===== config.mk =====
export PLATFORM = sky130hd
export DESIGN_NAME = smc_standby_controller
export DESIGN_NICKNAME = d
export VERILOG_FILES = /design/src/common/smc_pkg.sv /design/src/smc_standby_controller.sv
export VERILOG_INCLUDE_DIRS = /design/src /design/src/common
export SDC_FILE = /design/constraint.sdc
export NUM_CORES = 1
export LEC_CHECK = 0
export ABC_AREA = 1
export BUFFER_PORTS_ARGS = -buffer_cell sky130_fd_sc_hd__buf_2
export CAP_MARGIN = 0
export CORE_UTILIZATION = 50
export DETAILED_ROUTE_END_ITERATION = 7
export GPL_TIMING_DRIVEN = 0
export PLACE_DENSITY = 0.88
export SLEW_MARGIN = 20
export SYNTH_ARGS = -nofsm -noshare
export SYNTH_HDL_FRONTEND = slang
export SYNTH_SLANG_ARGS = --single-unit

===== constraint.sdc =====
create_clock -name clk -period 2.6 [get_ports clk]
set_clock_uncertainty 0.2 [all_clocks]
set_input_delay 0.26 -clock clk [delete_from_list [all_inputs] [get_ports clk]]
set_output_delay 0.26 -clock clk [all_outputs]
set_load 0.03 [all_outputs]

===== src/common/smc_params.svh =====
// Constants of the standby-mode controller: offsets, bit positions, resets
`ifndef SMC_PARAMS_SVH
`define SMC_PARAMS_SVH

// Register indices; byte address is four times the index
`define SMC_IDX_POWER_SAVE_CONTROL 32'hFFFFF1FE
`define SMC_IDX_PSC_SET            32'hFFFFF1F0
`define SMC_IDX_PSC_CLEAR          32'hFFFFF1F1
`define SMC_IDX_POWER_SAVE_MODE    32'hFFFFF1F8
`define SMC_IDX_CLOCK_CONTROL      32'hFFFFF1F9
`define SMC_IDX_STATUS             32'hFFFFF1FA
`define SMC_IDX_PROTECT_COMMAND    32'hFFFFF1FC
`define SMC_BYTE_ADDR(i)           {(i), 2'b00}

// Field positions of power_save_control
`define SMC_PSC_WDT2_BLOCK_BIT     7
`define SMC_PSC_PIN_BLOCK_BIT      5
`define SMC_PSC_MASK_BLOCK_BIT     4
`define SMC_PSC_STANDBY_BIT        1

// Field positions of the other registers
`define SMC_POWER_SAVE_MODE_REG_CHOICE_BIT        0
`define SMC_CLK_SUBSEL_BIT         0
`define SMC_CLK_PLLEN_BIT          1
`define SMC_STAT_ARMED_BIT         3
`define SMC_STAT_ONSUB_BIT         4

// Reset values
`define SMC_PSC_RESET              8'h00
`define SMC_CLK_OUT_RESET          6'h3A

`endif


===== src/common/smc_pkg.sv =====
// Types of the standby-mode controller
`default_nettype none
package smc_pkg;

    // Operating and low-power modes
    typedef enum logic [2:0] {
        SMC_NORMAL  = 3'h0,
        SMC_HALT    = 3'h1,
        SMC_IDLE    = 3'h2,
        SMC_STOP    = 3'h3,
        SMC_SUB     = 3'h4,
        SMC_SUBIDLE = 3'h5
    } smc_mode_e;

    // Clock and oscillator enables towards the clock generator
    typedef struct packed {
        logic cpuClkEn;
        logic periphClkEn;
        logic mainOscEn;
        logic pllEn;
        logic subOscEn;
        logic sysClkSel;
    } smc_clk_s;

    // Fields of power_save_control
    typedef struct packed {
        logic wdt2ReleaseBlock;
        logic pinNonmaskReleaseBlock;
        logic maskableReleaseBlock;
        logic standbySelect;
    } smc_psc_s;

    // Wake sources, all active high levels
    typedef struct packed {
        logic       nmiPin;
        logic       watchdog1NonmaskRequest;
        logic       watchdog2NonmaskRequest;
        logic       maskableIrq;
        logic [7:0] externalIrqPins;
        logic       idlePeriphIrq;
        logic       stopPeriphIrq;
        logic       subIdlePeriphIrq;
    } smc_wake_s;

    // Reset sources other than the reset pin
    typedef struct packed {
        logic watchdog1Reset;
        logic watchdog2Reset;
    } smc_rst_s;

    // Avalon-MM request from the master
    typedef struct packed {
        logic        read;
        logic        write;
        logic [33:0] address;
        logic [31:0] writedata;
        logic [3:0]  byteenable;
    } smc_avs_req_s;

    // Avalon-MM answer to the master
    typedef struct packed {
        logic        waitrequest;
        logic [31:0] readdata;
    } smc_avs_rsp_s;

    // Whole state of the controller
    typedef struct packed {
        smc_mode_e   mode;
        smc_psc_s    power_save_control;
        logic        idleOrStopChoice;
        logic        subclockSelect;
        logic        pllEnable;
        logic        armed;
        logic        ack;
        logic [31:0] rdata;
        smc_clk_s    clk;
        logic        sysResetReq;
        logic        wakePulse;
    } smc_state_s;

endpackage
`default_nettype wire


===== src/smc_standby_controller.sv =====
// Standby-mode controller with protected power-save register on Avalon-MM
`timescale 1ns/1ps
`default_nettype none
`include "smc_params.svh"

module smc_standby_controller (
    // Clock, reset and clock enable
    input  wire logic          clk,
    input  wire logic          nrst,
    input  wire logic          ce,
    // Register bus
    input  wire smc_pkg::smc_avs_req_s avsReq,
    output var  smc_pkg::smc_avs_rsp_s avsRsp,
    // CPU halt command, one-cycle pulse
    input  wire logic          haltCommand,
    // Wake and reset sources
    input  wire smc_pkg::smc_wake_s    wakeSrc,
    input  wire smc_pkg::smc_rst_s     rstSrc,
    // Clock generator controls
    output var  smc_pkg::smc_clk_s     clkCtl,
    // Mode and events
    output var  smc_pkg::smc_mode_e    mode,
    output logic               sysResetReq,
    output logic               wakePulse
);
    import smc_pkg::*;

    smc_state_s s_r;
    smc_state_s s_nxt;
    logic       busReq;
    logic       taken;
    logic       laneLow;
    logic       onSubclock;
    logic       anyReset;
    logic       maskableWake;
    logic       pinWake;
    logic       wdt2Wake;
    logic       haltWake;
    logic       idleWake;
    logic       stopWake;
    logic       subIdleWake;
    logic       pscSet;
    logic [7:0] pscByte;
    logic [7:0] statusByte;
    logic [33:0] addr;

    // Clock enables for each mode; the PLL follows software except in stop
    function automatic smc_clk_s clocksFor(smc_mode_e m, logic pll);
        smc_clk_s c;
        c = smc_clk_s'(`SMC_CLK_OUT_RESET);
        c.pllEn = pll;
        unique case (m)
            SMC_NORMAL: begin
                c.cpuClkEn = 1'b1;
            end
            SMC_HALT: begin
                c.cpuClkEn = 1'b0;
            end
            SMC_IDLE: begin
                c.cpuClkEn    = 1'b0;
                c.periphClkEn = 1'b0;
            end
            SMC_STOP: begin
                c.cpuClkEn    = 1'b0;
                c.periphClkEn = 1'b0;
                c.mainOscEn   = 1'b0;
                c.pllEn       = 1'b0;
            end
            SMC_SUB: begin
                c.sysClkSel = 1'b1;
            end
            SMC_SUBIDLE: begin
                c.sysClkSel   = 1'b1;
                c.cpuClkEn    = 1'b0;
                c.periphClkEn = 1'b0;
            end
            default: begin
                c = smc_clk_s'(`SMC_CLK_OUT_RESET);
            end
        endcase
        return c;
    endfunction

    // New register content; masks that ride with standby-select are dropped
    function automatic smc_psc_s pscUpdate(smc_psc_s old, logic [7:0] v,
                                           logic [7:0] ones);
        smc_psc_s n;
        n.wdt2ReleaseBlock       = v[`SMC_PSC_WDT2_BLOCK_BIT];
        n.pinNonmaskReleaseBlock = v[`SMC_PSC_PIN_BLOCK_BIT];
        n.maskableReleaseBlock   = v[`SMC_PSC_MASK_BLOCK_BIT];
        n.standbySelect          = v[`SMC_PSC_STANDBY_BIT];
        if (n.standbySelect && (ones[`SMC_PSC_WDT2_BLOCK_BIT] ||
                                ones[`SMC_PSC_PIN_BLOCK_BIT] ||
                                ones[`SMC_PSC_MASK_BLOCK_BIT])) begin
            n.wdt2ReleaseBlock       = old.wdt2ReleaseBlock;
            n.pinNonmaskReleaseBlock = old.pinNonmaskReleaseBlock;
            n.maskableReleaseBlock   = old.maskableReleaseBlock;
        end
        return n;
    endfunction

    // Bus handshake: one wait state, frozen with the clock enable
    assign busReq  = avsReq.read | avsReq.write;
    assign taken   = busReq & s_r.ack & ce;
    assign laneLow = avsReq.byteenable[0];
    assign addr    = avsReq.address;

    // Reset routing depends on which clock the CPU runs from
    assign onSubclock = (s_r.mode == SMC_SUB) || (s_r.mode == SMC_SUBIDLE);
    assign anyReset   = rstSrc.watchdog2Reset |
                        (rstSrc.watchdog1Reset & ~onSubclock);

    // Wake terms; all but the halt wake are gated by the release block bits
    assign pinWake  = wakeSrc.nmiPin &
                      ~s_r.power_save_control.pinNonmaskReleaseBlock;
    assign wdt2Wake = wakeSrc.watchdog2NonmaskRequest &
                      ~s_r.power_save_control.wdt2ReleaseBlock;
    assign maskableWake = ~s_r.power_save_control.maskableReleaseBlock;
    assign haltWake = wakeSrc.nmiPin | wakeSrc.watchdog1NonmaskRequest |
                      wakeSrc.watchdog2NonmaskRequest |
                      wakeSrc.maskableIrq;
    // Watchdog 2 never wakes idle or stop, as onSubclock is low in both modes
    assign idleWake = pinWake | (wdt2Wake & onSubclock) |
                      (maskableWake & ((|wakeSrc.externalIrqPins) |
                                       wakeSrc.idlePeriphIrq));
    assign stopWake = pinWake | (wdt2Wake & onSubclock) |
                      (maskableWake & ((|wakeSrc.externalIrqPins) |
                                       wakeSrc.stopPeriphIrq));
    assign subIdleWake = pinWake | wdt2Wake |
                         (maskableWake & ((|wakeSrc.externalIrqPins) |
                                          wakeSrc.subIdlePeriphIrq));

    // Read views of the registers; unused bits read zero
    always_comb begin
        pscByte = 8'h00;
        pscByte[`SMC_PSC_WDT2_BLOCK_BIT] = s_r.power_save_control.wdt2ReleaseBlock;
        pscByte[`SMC_PSC_PIN_BLOCK_BIT]  = s_r.power_save_control.pinNonmaskReleaseBlock;
        pscByte[`SMC_PSC_MASK_BLOCK_BIT] = s_r.power_save_control.maskableReleaseBlock;
        pscByte[`SMC_PSC_STANDBY_BIT]    = s_r.power_save_control.standbySelect;
        statusByte = {5'h00, s_r.mode};
        statusByte[`SMC_STAT_ARMED_BIT] = s_r.armed;
        statusByte[`SMC_STAT_ONSUB_BIT] = onSubclock;
    end

    // Next state: bus, protected writes, mode sequencing, resets
    always_comb begin
        s_nxt = s_r;
        s_nxt.sysResetReq = 1'b0;
        s_nxt.wakePulse   = 1'b0;
        pscSet            = 1'b0;
        s_nxt.ack = busReq & ~s_r.ack;
        // Read data captured in the first cycle, stands at the answer
        if (busReq & ~s_r.ack) begin
            unique case (addr)
                `SMC_BYTE_ADDR(`SMC_IDX_POWER_SAVE_CONTROL),
                `SMC_BYTE_ADDR(`SMC_IDX_PSC_SET),
                `SMC_BYTE_ADDR(`SMC_IDX_PSC_CLEAR): begin
                    s_nxt.rdata = {24'h000000, pscByte};
                end
                `SMC_BYTE_ADDR(`SMC_IDX_POWER_SAVE_MODE): begin
                    s_nxt.rdata = {31'h00000000, s_r.idleOrStopChoice};
                end
                `SMC_BYTE_ADDR(`SMC_IDX_CLOCK_CONTROL): begin
                    s_nxt.rdata = {30'h00000000, s_r.pllEnable,
                                   s_r.subclockSelect};
                end
                `SMC_BYTE_ADDR(`SMC_IDX_STATUS): begin
                    s_nxt.rdata = {24'h000000, statusByte};
                end
                default: s_nxt.rdata = 32'h00000000;
            endcase
        end
        // Any completed write uses up the protect arming
        if (taken && avsReq.write) begin
            s_nxt.armed = 1'b0;
            if (laneLow) begin
                unique case (addr)
                    `SMC_BYTE_ADDR(`SMC_IDX_PROTECT_COMMAND): begin
                        s_nxt.armed = 1'b1;
                    end
                    `SMC_BYTE_ADDR(`SMC_IDX_POWER_SAVE_CONTROL): begin
                        if (s_r.armed) begin
                            s_nxt.power_save_control = pscUpdate(s_r.power_save_control,
                                avsReq.writedata[7:0],
                                avsReq.writedata[7:0]);
                            pscSet = avsReq.writedata[`SMC_PSC_STANDBY_BIT];
                        end
                    end
                    `SMC_BYTE_ADDR(`SMC_IDX_PSC_SET): begin
                        if (s_r.armed) begin
                            s_nxt.power_save_control = pscUpdate(s_r.power_save_control,
                                pscByte | avsReq.writedata[7:0],
                                avsReq.writedata[7:0]);
                            pscSet = avsReq.writedata[`SMC_PSC_STANDBY_BIT];
                        end
                    end
                    `SMC_BYTE_ADDR(`SMC_IDX_PSC_CLEAR): begin
                        if (s_r.armed) begin
                            s_nxt.power_save_control = pscUpdate(s_r.power_save_control,
                                pscByte & ~avsReq.writedata[7:0],
                                8'h00);
                        end
                    end
                    `SMC_BYTE_ADDR(`SMC_IDX_POWER_SAVE_MODE): begin
                        s_nxt.idleOrStopChoice =
                            avsReq.writedata[`SMC_POWER_SAVE_MODE_REG_CHOICE_BIT];
                    end
                    `SMC_BYTE_ADDR(`SMC_IDX_CLOCK_CONTROL): begin
                        s_nxt.subclockSelect =
                            avsReq.writedata[`SMC_CLK_SUBSEL_BIT];
                        s_nxt.pllEnable =
                            avsReq.writedata[`SMC_CLK_PLLEN_BIT];
                    end
                    default: s_nxt.armed = 1'b0;
                endcase
            end
        end
        // Mode sequencing; a wake from idle, stop or subclock idle clears standby-select unless a write sets it
        unique case (s_r.mode)
            SMC_NORMAL: begin
                if (s_r.power_save_control.standbySelect) begin
                    s_nxt.mode = s_r.idleOrStopChoice ? SMC_STOP
                                                      : SMC_IDLE;
                end else if (haltCommand) begin
                    s_nxt.mode = SMC_HALT;
                end else if (s_r.subclockSelect) begin
                    s_nxt.mode = SMC_SUB;
                end
            end
            SMC_HALT: begin
                if (haltWake) begin
                    s_nxt.mode = SMC_NORMAL;
                    s_nxt.wakePulse = 1'b1;
                end
            end
            SMC_IDLE: begin
                if (idleWake) begin
                    s_nxt.mode = SMC_NORMAL;
                    if (!pscSet) s_nxt.power_save_control.standbySelect = 1'b0;
                    s_nxt.wakePulse = 1'b1;
                end
            end
            SMC_STOP: begin
                if (stopWake) begin
                    s_nxt.mode = SMC_NORMAL;
                    if (!pscSet) s_nxt.power_save_control.standbySelect = 1'b0;
                    s_nxt.wakePulse = 1'b1;
                end
            end
            SMC_SUB: begin
                if (s_r.power_save_control.standbySelect) begin
                    s_nxt.mode = SMC_SUBIDLE;
                end else if (!s_r.subclockSelect) begin
                    s_nxt.mode = SMC_NORMAL;
                end
            end
            SMC_SUBIDLE: begin
                if (subIdleWake) begin
                    s_nxt.mode = SMC_SUB;
                    if (!pscSet) s_nxt.power_save_control.standbySelect = 1'b0;
                    s_nxt.wakePulse = 1'b1;
                end
            end
            default: begin
                s_nxt.mode = SMC_NORMAL;
            end
        endcase
        s_nxt.clk = clocksFor(s_nxt.mode, s_nxt.pllEnable);
        // A watchdog reset, except watchdog 1 on the subclock, raises sysResetReq and returns all else to reset values
        if (anyReset) begin
            s_nxt = '0;
            s_nxt.clk = smc_clk_s'(`SMC_CLK_OUT_RESET);
            s_nxt.sysResetReq = 1'b1;
        end
    end

    // State register, frozen while the clock enable is low
    always_ff @(posedge clk or negedge nrst) begin
        if (!nrst) begin
            s_r     <= '0;
            s_r.clk <= smc_clk_s'(`SMC_CLK_OUT_RESET);
        end else if (ce) begin
            s_r <= s_nxt;
        end
    end

    // Outputs straight from the state; waitrequest also uses the bus request and ce
    assign avsRsp.waitrequest = busReq & ~(s_r.ack & ce);
    assign avsRsp.readdata    = s_r.rdata;
    assign clkCtl      = s_r.clk;
    assign mode        = s_r.mode;
    assign sysResetReq = s_r.sysResetReq;
    assign wakePulse   = s_r.wakePulse;
endmodule // smc_standby_controller
`default_nettype wire


## Yosys cells after proc, flatten, opt, wreduce, memory -nomap -nowiden

Cells that the tools add are included.

| operators by class | value |
|---|---|
| eq/ne operators | 22 |
| multiplexer cells | 43 |
| bitwise logic cells | 34 |
| reductions and logical operators | 26 |

Operators with widths:

| operator | count |
|---|---|
| $eq 34x34->1 const B | 7 |
| $mux 52 | 1 |
| $mux 3 | 11 |
| $mux 32 | 1 |
| $pmux 8 s4 | 1 |
| $mux 1 | 18 |
| $pmux 3 s6 | 1 |
| $mux 8 | 2 |
| $ne 3x3->1 const B | 5 |
| $or 1x1->1 | 13 |
| $and 1x1->1 | 12 |
| $eq 3x2->1 const B | 4 |
| $eq 3x3->1 const B | 4 |
| $mux 4 | 3 |
| $pmux 4 s3 | 1 |
| $reduce_bool 2->1 | 5 |
| $reduce_and 9->1 | 1 |
| $and 8x8->8 | 1 |
| $not 8->8 | 1 |
| $or 8x8->8 | 1 |
| $reduce_and 4->1 | 2 |
| $reduce_or 8->1 | 1 |
| $eq 3x1->1 const B | 2 |
| $logic_not 3->1 | 2 |
| 13 further kinds | 25 |

| storage, ports and cells | value |
|---|---|
| bits in registers | 52 |
| input port bits | 93 |

## Longest topological paths before layout

| logic depth | value |
|---|---|
| word-level depth | 12 |
| gate-level depth with buffers | 13 |

## Worst setup path after synthesis

OpenSTA, ideal clock, no wires.

| timing path | value |
|---|---|
| path type | register to register |
| from | reg s_r (netlist bit mode[2]) |
| to | reg s_r[43] (netlist name) |
| data arrival time | 1.336 ns |
| slack | 0.947 ns |
| cell stages (with the launch flop) | 12 |
| clock period less this slack | 1.653 ns |
| path through | dfrtp_1 -> buf_4 -> nand2_4 -> nand2_4 -> nand2_8 -> inv_4 -> nand2_2 -> nand2_2 -> a21oi_4 -> o21ai_1 -> o21ai_1 -> inv_1 |

| on the way | value |
|---|---|
| cells in the longest elaborated chain, start to end | 7 |
| elaborated cells between the ends (all ways) | 11 |

Ends and longest elaborated chain:

| what | RTL line | source |
|---|---|---|
| start, declared | smc_standby_controller.sv:28 | `smc_state_s s_r;` |
| start signal, assigned | smc_standby_controller.sv:283 | `s_r <= s_nxt;` |
| $eq 3x3->1 | smc_standby_controller.sv:109 | `assign onSubclock = (s_r.mode == SMC_SUB) \|\| (s_r.mode == SMC_SUBIDLE);` |
| $logic_or 1x1->1 * | smc_standby_controller.sv:109 |  |
| $not 1->1 * | smc_standby_controller.sv:111 | `(rstSrc.watchdog1Reset & ~onSubclock);` |
| $and 1x1->1 * | smc_standby_controller.sv:111 |  |
| $or 1x1->1 * | smc_standby_controller.sv:110 | `assign anyReset = rstSrc.watchdog2Reset \|` |
| $reduce_bool 2->1 (no source line) | -- |  |
| $reduce_and 4->1 (no source line) | -- |  |

Mark *: on every way between the ends. The rest lies on a longest branch, timed or not.
A chain may end at the register's enable or synchronous reset.

## Worst setup path after layout

| timing path | value |
|---|---|
| from | reg s_r (netlist bit mode[1]) |
| to | reg s_r (netlist bit avsRsp[4]) |

| on the way | value |
|---|---|
| cells in the longest elaborated chain, start to end | 7 |
| elaborated cells between the ends (all ways) | 11 |

Ends and longest elaborated chain:

| what | RTL line |
|---|---|
| $eq 3x3->1 | smc_standby_controller.sv:109 |
| $logic_or 1x1->1 * | smc_standby_controller.sv:109 |
| $not 1->1 | smc_standby_controller.sv:111 |
| $and 1x1->1 | smc_standby_controller.sv:111 |
| $or 1x1->1 | smc_standby_controller.sv:110 |
| $reduce_bool 2->1 (no source line) | -- |
| $reduce_and 2->1 (no source line) | -- |

Mark *: on every way between the ends. The rest lies on a longest branch, timed or not. The select of a mux whose other input is x is not followed.

==> out/qor.csv <==
metric,value,unit
outcome,finished clean,
hpwlAfterDp,5.36,mm
fin_crit,2.05,ns
coreArea,5140,µm²
drive_above_1_share,0.359,
synth_cells,403,
num_rows,26,
ys.warnings.count,0,
cts_buffers,3,
p_seq_frac,0.430,
synth-seq-area-share,0.243,
slew_violations,0,
p_switching,359,µW
ys_ff_latch,26,
grt_pass1_wl,10.9,mm
fmax,488,MHz
routedWlPerCell,11.3,µm
rsz0062_at_grt,false,
initial_core_util,0.524,
cts_sinks,26,
vias_per_cell,5.02,
grt_max_degree,27,
cts_tree,done,
ys_types,42,
port_buffers,80,
crit_type,flop to flop,
die_width,75.4,µm
io_pins,137,
power_density,306,nW/µm²
synthesis.area,2690,µm²
synth_edf_count,0,
dieArea,5680,µm²
synth-main-ff-cell,dfrtp_1,
tightest_slew,0.637,ns
overflow,0,
max_cap_viol_count,0,
clk-insertion-delay-late,0.28,ns
arrival,2.02,ns
h-tree-depth,1,
drt_wl_total,6.56,mm
setup_violations,0,
antenna_found_initial,0,
cts_root_buf,clkbuf_8,
irDropWorstVdd,0.228,mV
stdcell_count,582,
postRouteAntennaNets,0,
post_cts_buffers,0,
cp-start-kind,flop,
hold_class,input pin to flop,
areaGrowthSynthToFinish,23.5,%
power_leakage,1.82,nW
drc,0,
cp.required,2.57,ns
grt_pass1_vias,2524,
first_iter_violations,171,
vias,2921,
worst-path-max-fanout,9,
combinationalPowerShare,0.336,
pwr-share-clk,0.234,
slew_headroom,0.572,
finalCritPeriodShare,0.788,
syn_area_per_cell,6.68,µm²
end_kind,flop,
p_int,658,µW
clkTransAtPathRegs,0.09,ns
die_h,75.4,µm
gp_congestion,0.915,
cts_buffer_depth,2,
finalNetCount,606,
hold_viol,0,
sw_frac_of_total,0.353,
tns,0,ns
firstDrtPassIters,4,
dp.cells,577,
track_usage,0.244,
async_reset_ff_frac,1.00,
diodes,0,
## cells in the mapped netlist, types with 3 or more instances
cell type	instances	area, µm²
o21ai_1	4	20.0
dfrtp_1	23	576
o22ai_1	4	25.0
nor2_4	4	45.0
buf_4	43	323
nor2_1	36	135
nand2_1	112	420
nand3_1	25	125
inv_1	34	128
nand3_4	3	52.6
nand3_2	4	40.0
nand4_1	17	106
o21ai_0	9	45.0
dfstp_2	3	78.8
nor3_1	7	35.0
a21oi_1	10	50.1
nand2_4	4	45.0
nor2_2	12	75.1
nand2_2	9	56.3
inv_2	7	26.3
o211ai_1	4	30.0
## final cells by class
type                    count  area, µm²
plain buffers              47        349
clock buffers               4       45.0
fillers                   500       1810
inverters                  44        168
multi-input cells         310       1610
flip-flops and latches     26        654
well taps                  70       87.6
repair buffers             81        410
## kinds of logic after synthesis
group | share of synthesized area
AND/OR/NAND/NOR | 0.471
buffers and inverters | 0.192
AO/OA/AOI/OAI | 0.0911
flip-flops | 0.243
other | 0.00279
## cell usage in the layout (no fill, tap or decap), types with 2 or more instances in the layout
cell type and n:
a32o_1 2, nor2_4 4, clkinv_1 2, clkbuf_8 3, nand2_1 112, buf_4 43
nor4_1 2, buf_2 82, nand2_2 9, inv_1 34, dfrtp_1 23, nand4_1 17
nor2_2 12, nand2_4 4, nor2_8 2, o21ai_0 9, nor3_2 2, nor3_1 7
nand3b_1 2, a21oi_1 10, nand3_1 25, o211ai_1 4, inv_2 7, dfstp_2 3
nand3_2 4, conb_1 26, nor2_1 36, o21ai_1 4, nand3_4 3, o22ai_1 4
## power groups by stage
stage          clock network [mW]  logic, mW  registers, mW
4_1_cts                     0.239      0.340          0.437
2_1_floorplan                   0      0.235          0.445
3_5_place_dp                    0      0.338          0.445
3_3_place_gp                    0      0.330          0.444
5_1_grt                     0.252      0.381          0.440
6_report                    0.238      0.342          0.437
## timing repair
action	CTS	global route
endpoints found under the setup margin	0	0
resized for setup	0	0
hold buffers	1	0
endpoints found under the hold margin	23	0
## worst max-delay path, cell delays in order, from the launching register on
cell	delay, ns
dfrtp_1	0.45
inv_2	0.16
nand2_4	0.11
nand2_4	0.10
nand2_8	0.08
o21ai_1	0.52
inv_1	0.15
nand3_1	0.12
nand2_1	0.05
## state kept, by name (all words and copies together) (netlist names)
name and count:
sysResetReq 1, pscByte 4, s_r 5, clkCtl 5, mode 3, wakePulse 1, avsRsp 7
## stage by stage
| step | power (mW) | utilization | area [µm²] | setup slack (ns) | hold slack (ns) |
|---|---|---|---|---|---|
| after global routing | 1.07 | 0.647 | 3330 | 0.401 | 0.168 |
| after detailed placement | 0.782 | 0.636 | 3270 | 0.621 | 0.0975 |
| final | 1.02 | 0.647 | 3330 | 0.551 | 0.130 |
| after global placement | 0.774 | 0.636 | 3270 | 0.664 | 0.0892 |
| after CTS | 1.02 | 0.647 | 3330 | 0.597 | 0.125 |
| after floorplan | 0.680 | - | 2780 | 0.947 | -0.236 |
## metal layers
| layer | up-vias | wire [µm] | GRT usage |
|---|---|---|---|
| li1 | 1461 | - | - |
| met1 | 1312 | 2660 | 0.306 |
| met2 | 136 | 3270 | 0.434 |
| met3 | 12 | 547 | 0.0410 |
| met4 | 0 | 82 | 0.0658 |
| met5 | - | 0 | 0 |
## final timing paths
kind / start / to / slack (ns) / cells past startpoint
min: avsReq[4] / s_r[44]$_DFFE_PN0P_ / 0.13 / 3
max in group asynchronous: nrst / s_r[43]$_DFFE_PN0P_ / 1.50 / 2
max reg2reg: mode[1]$_DFFE_PN0P_ / avsRsp[4]$_DFFE_PN0P_ / 0.55 / 8
max: mode[1]$_DFFE_PN0P_ / avsRsp[4]$_DFFE_PN0P_ / 0.55 / 8
min reg2reg: clkCtl[4]$_DFFE_PN1P_ / clkCtl[4]$_DFFE_PN1P_ / 0.27 / 2
min in group asynchronous: nrst / avsRsp[4]$_DFFE_PN0P_ / 0.32 / 2
(Power assumes the default switching activity.)
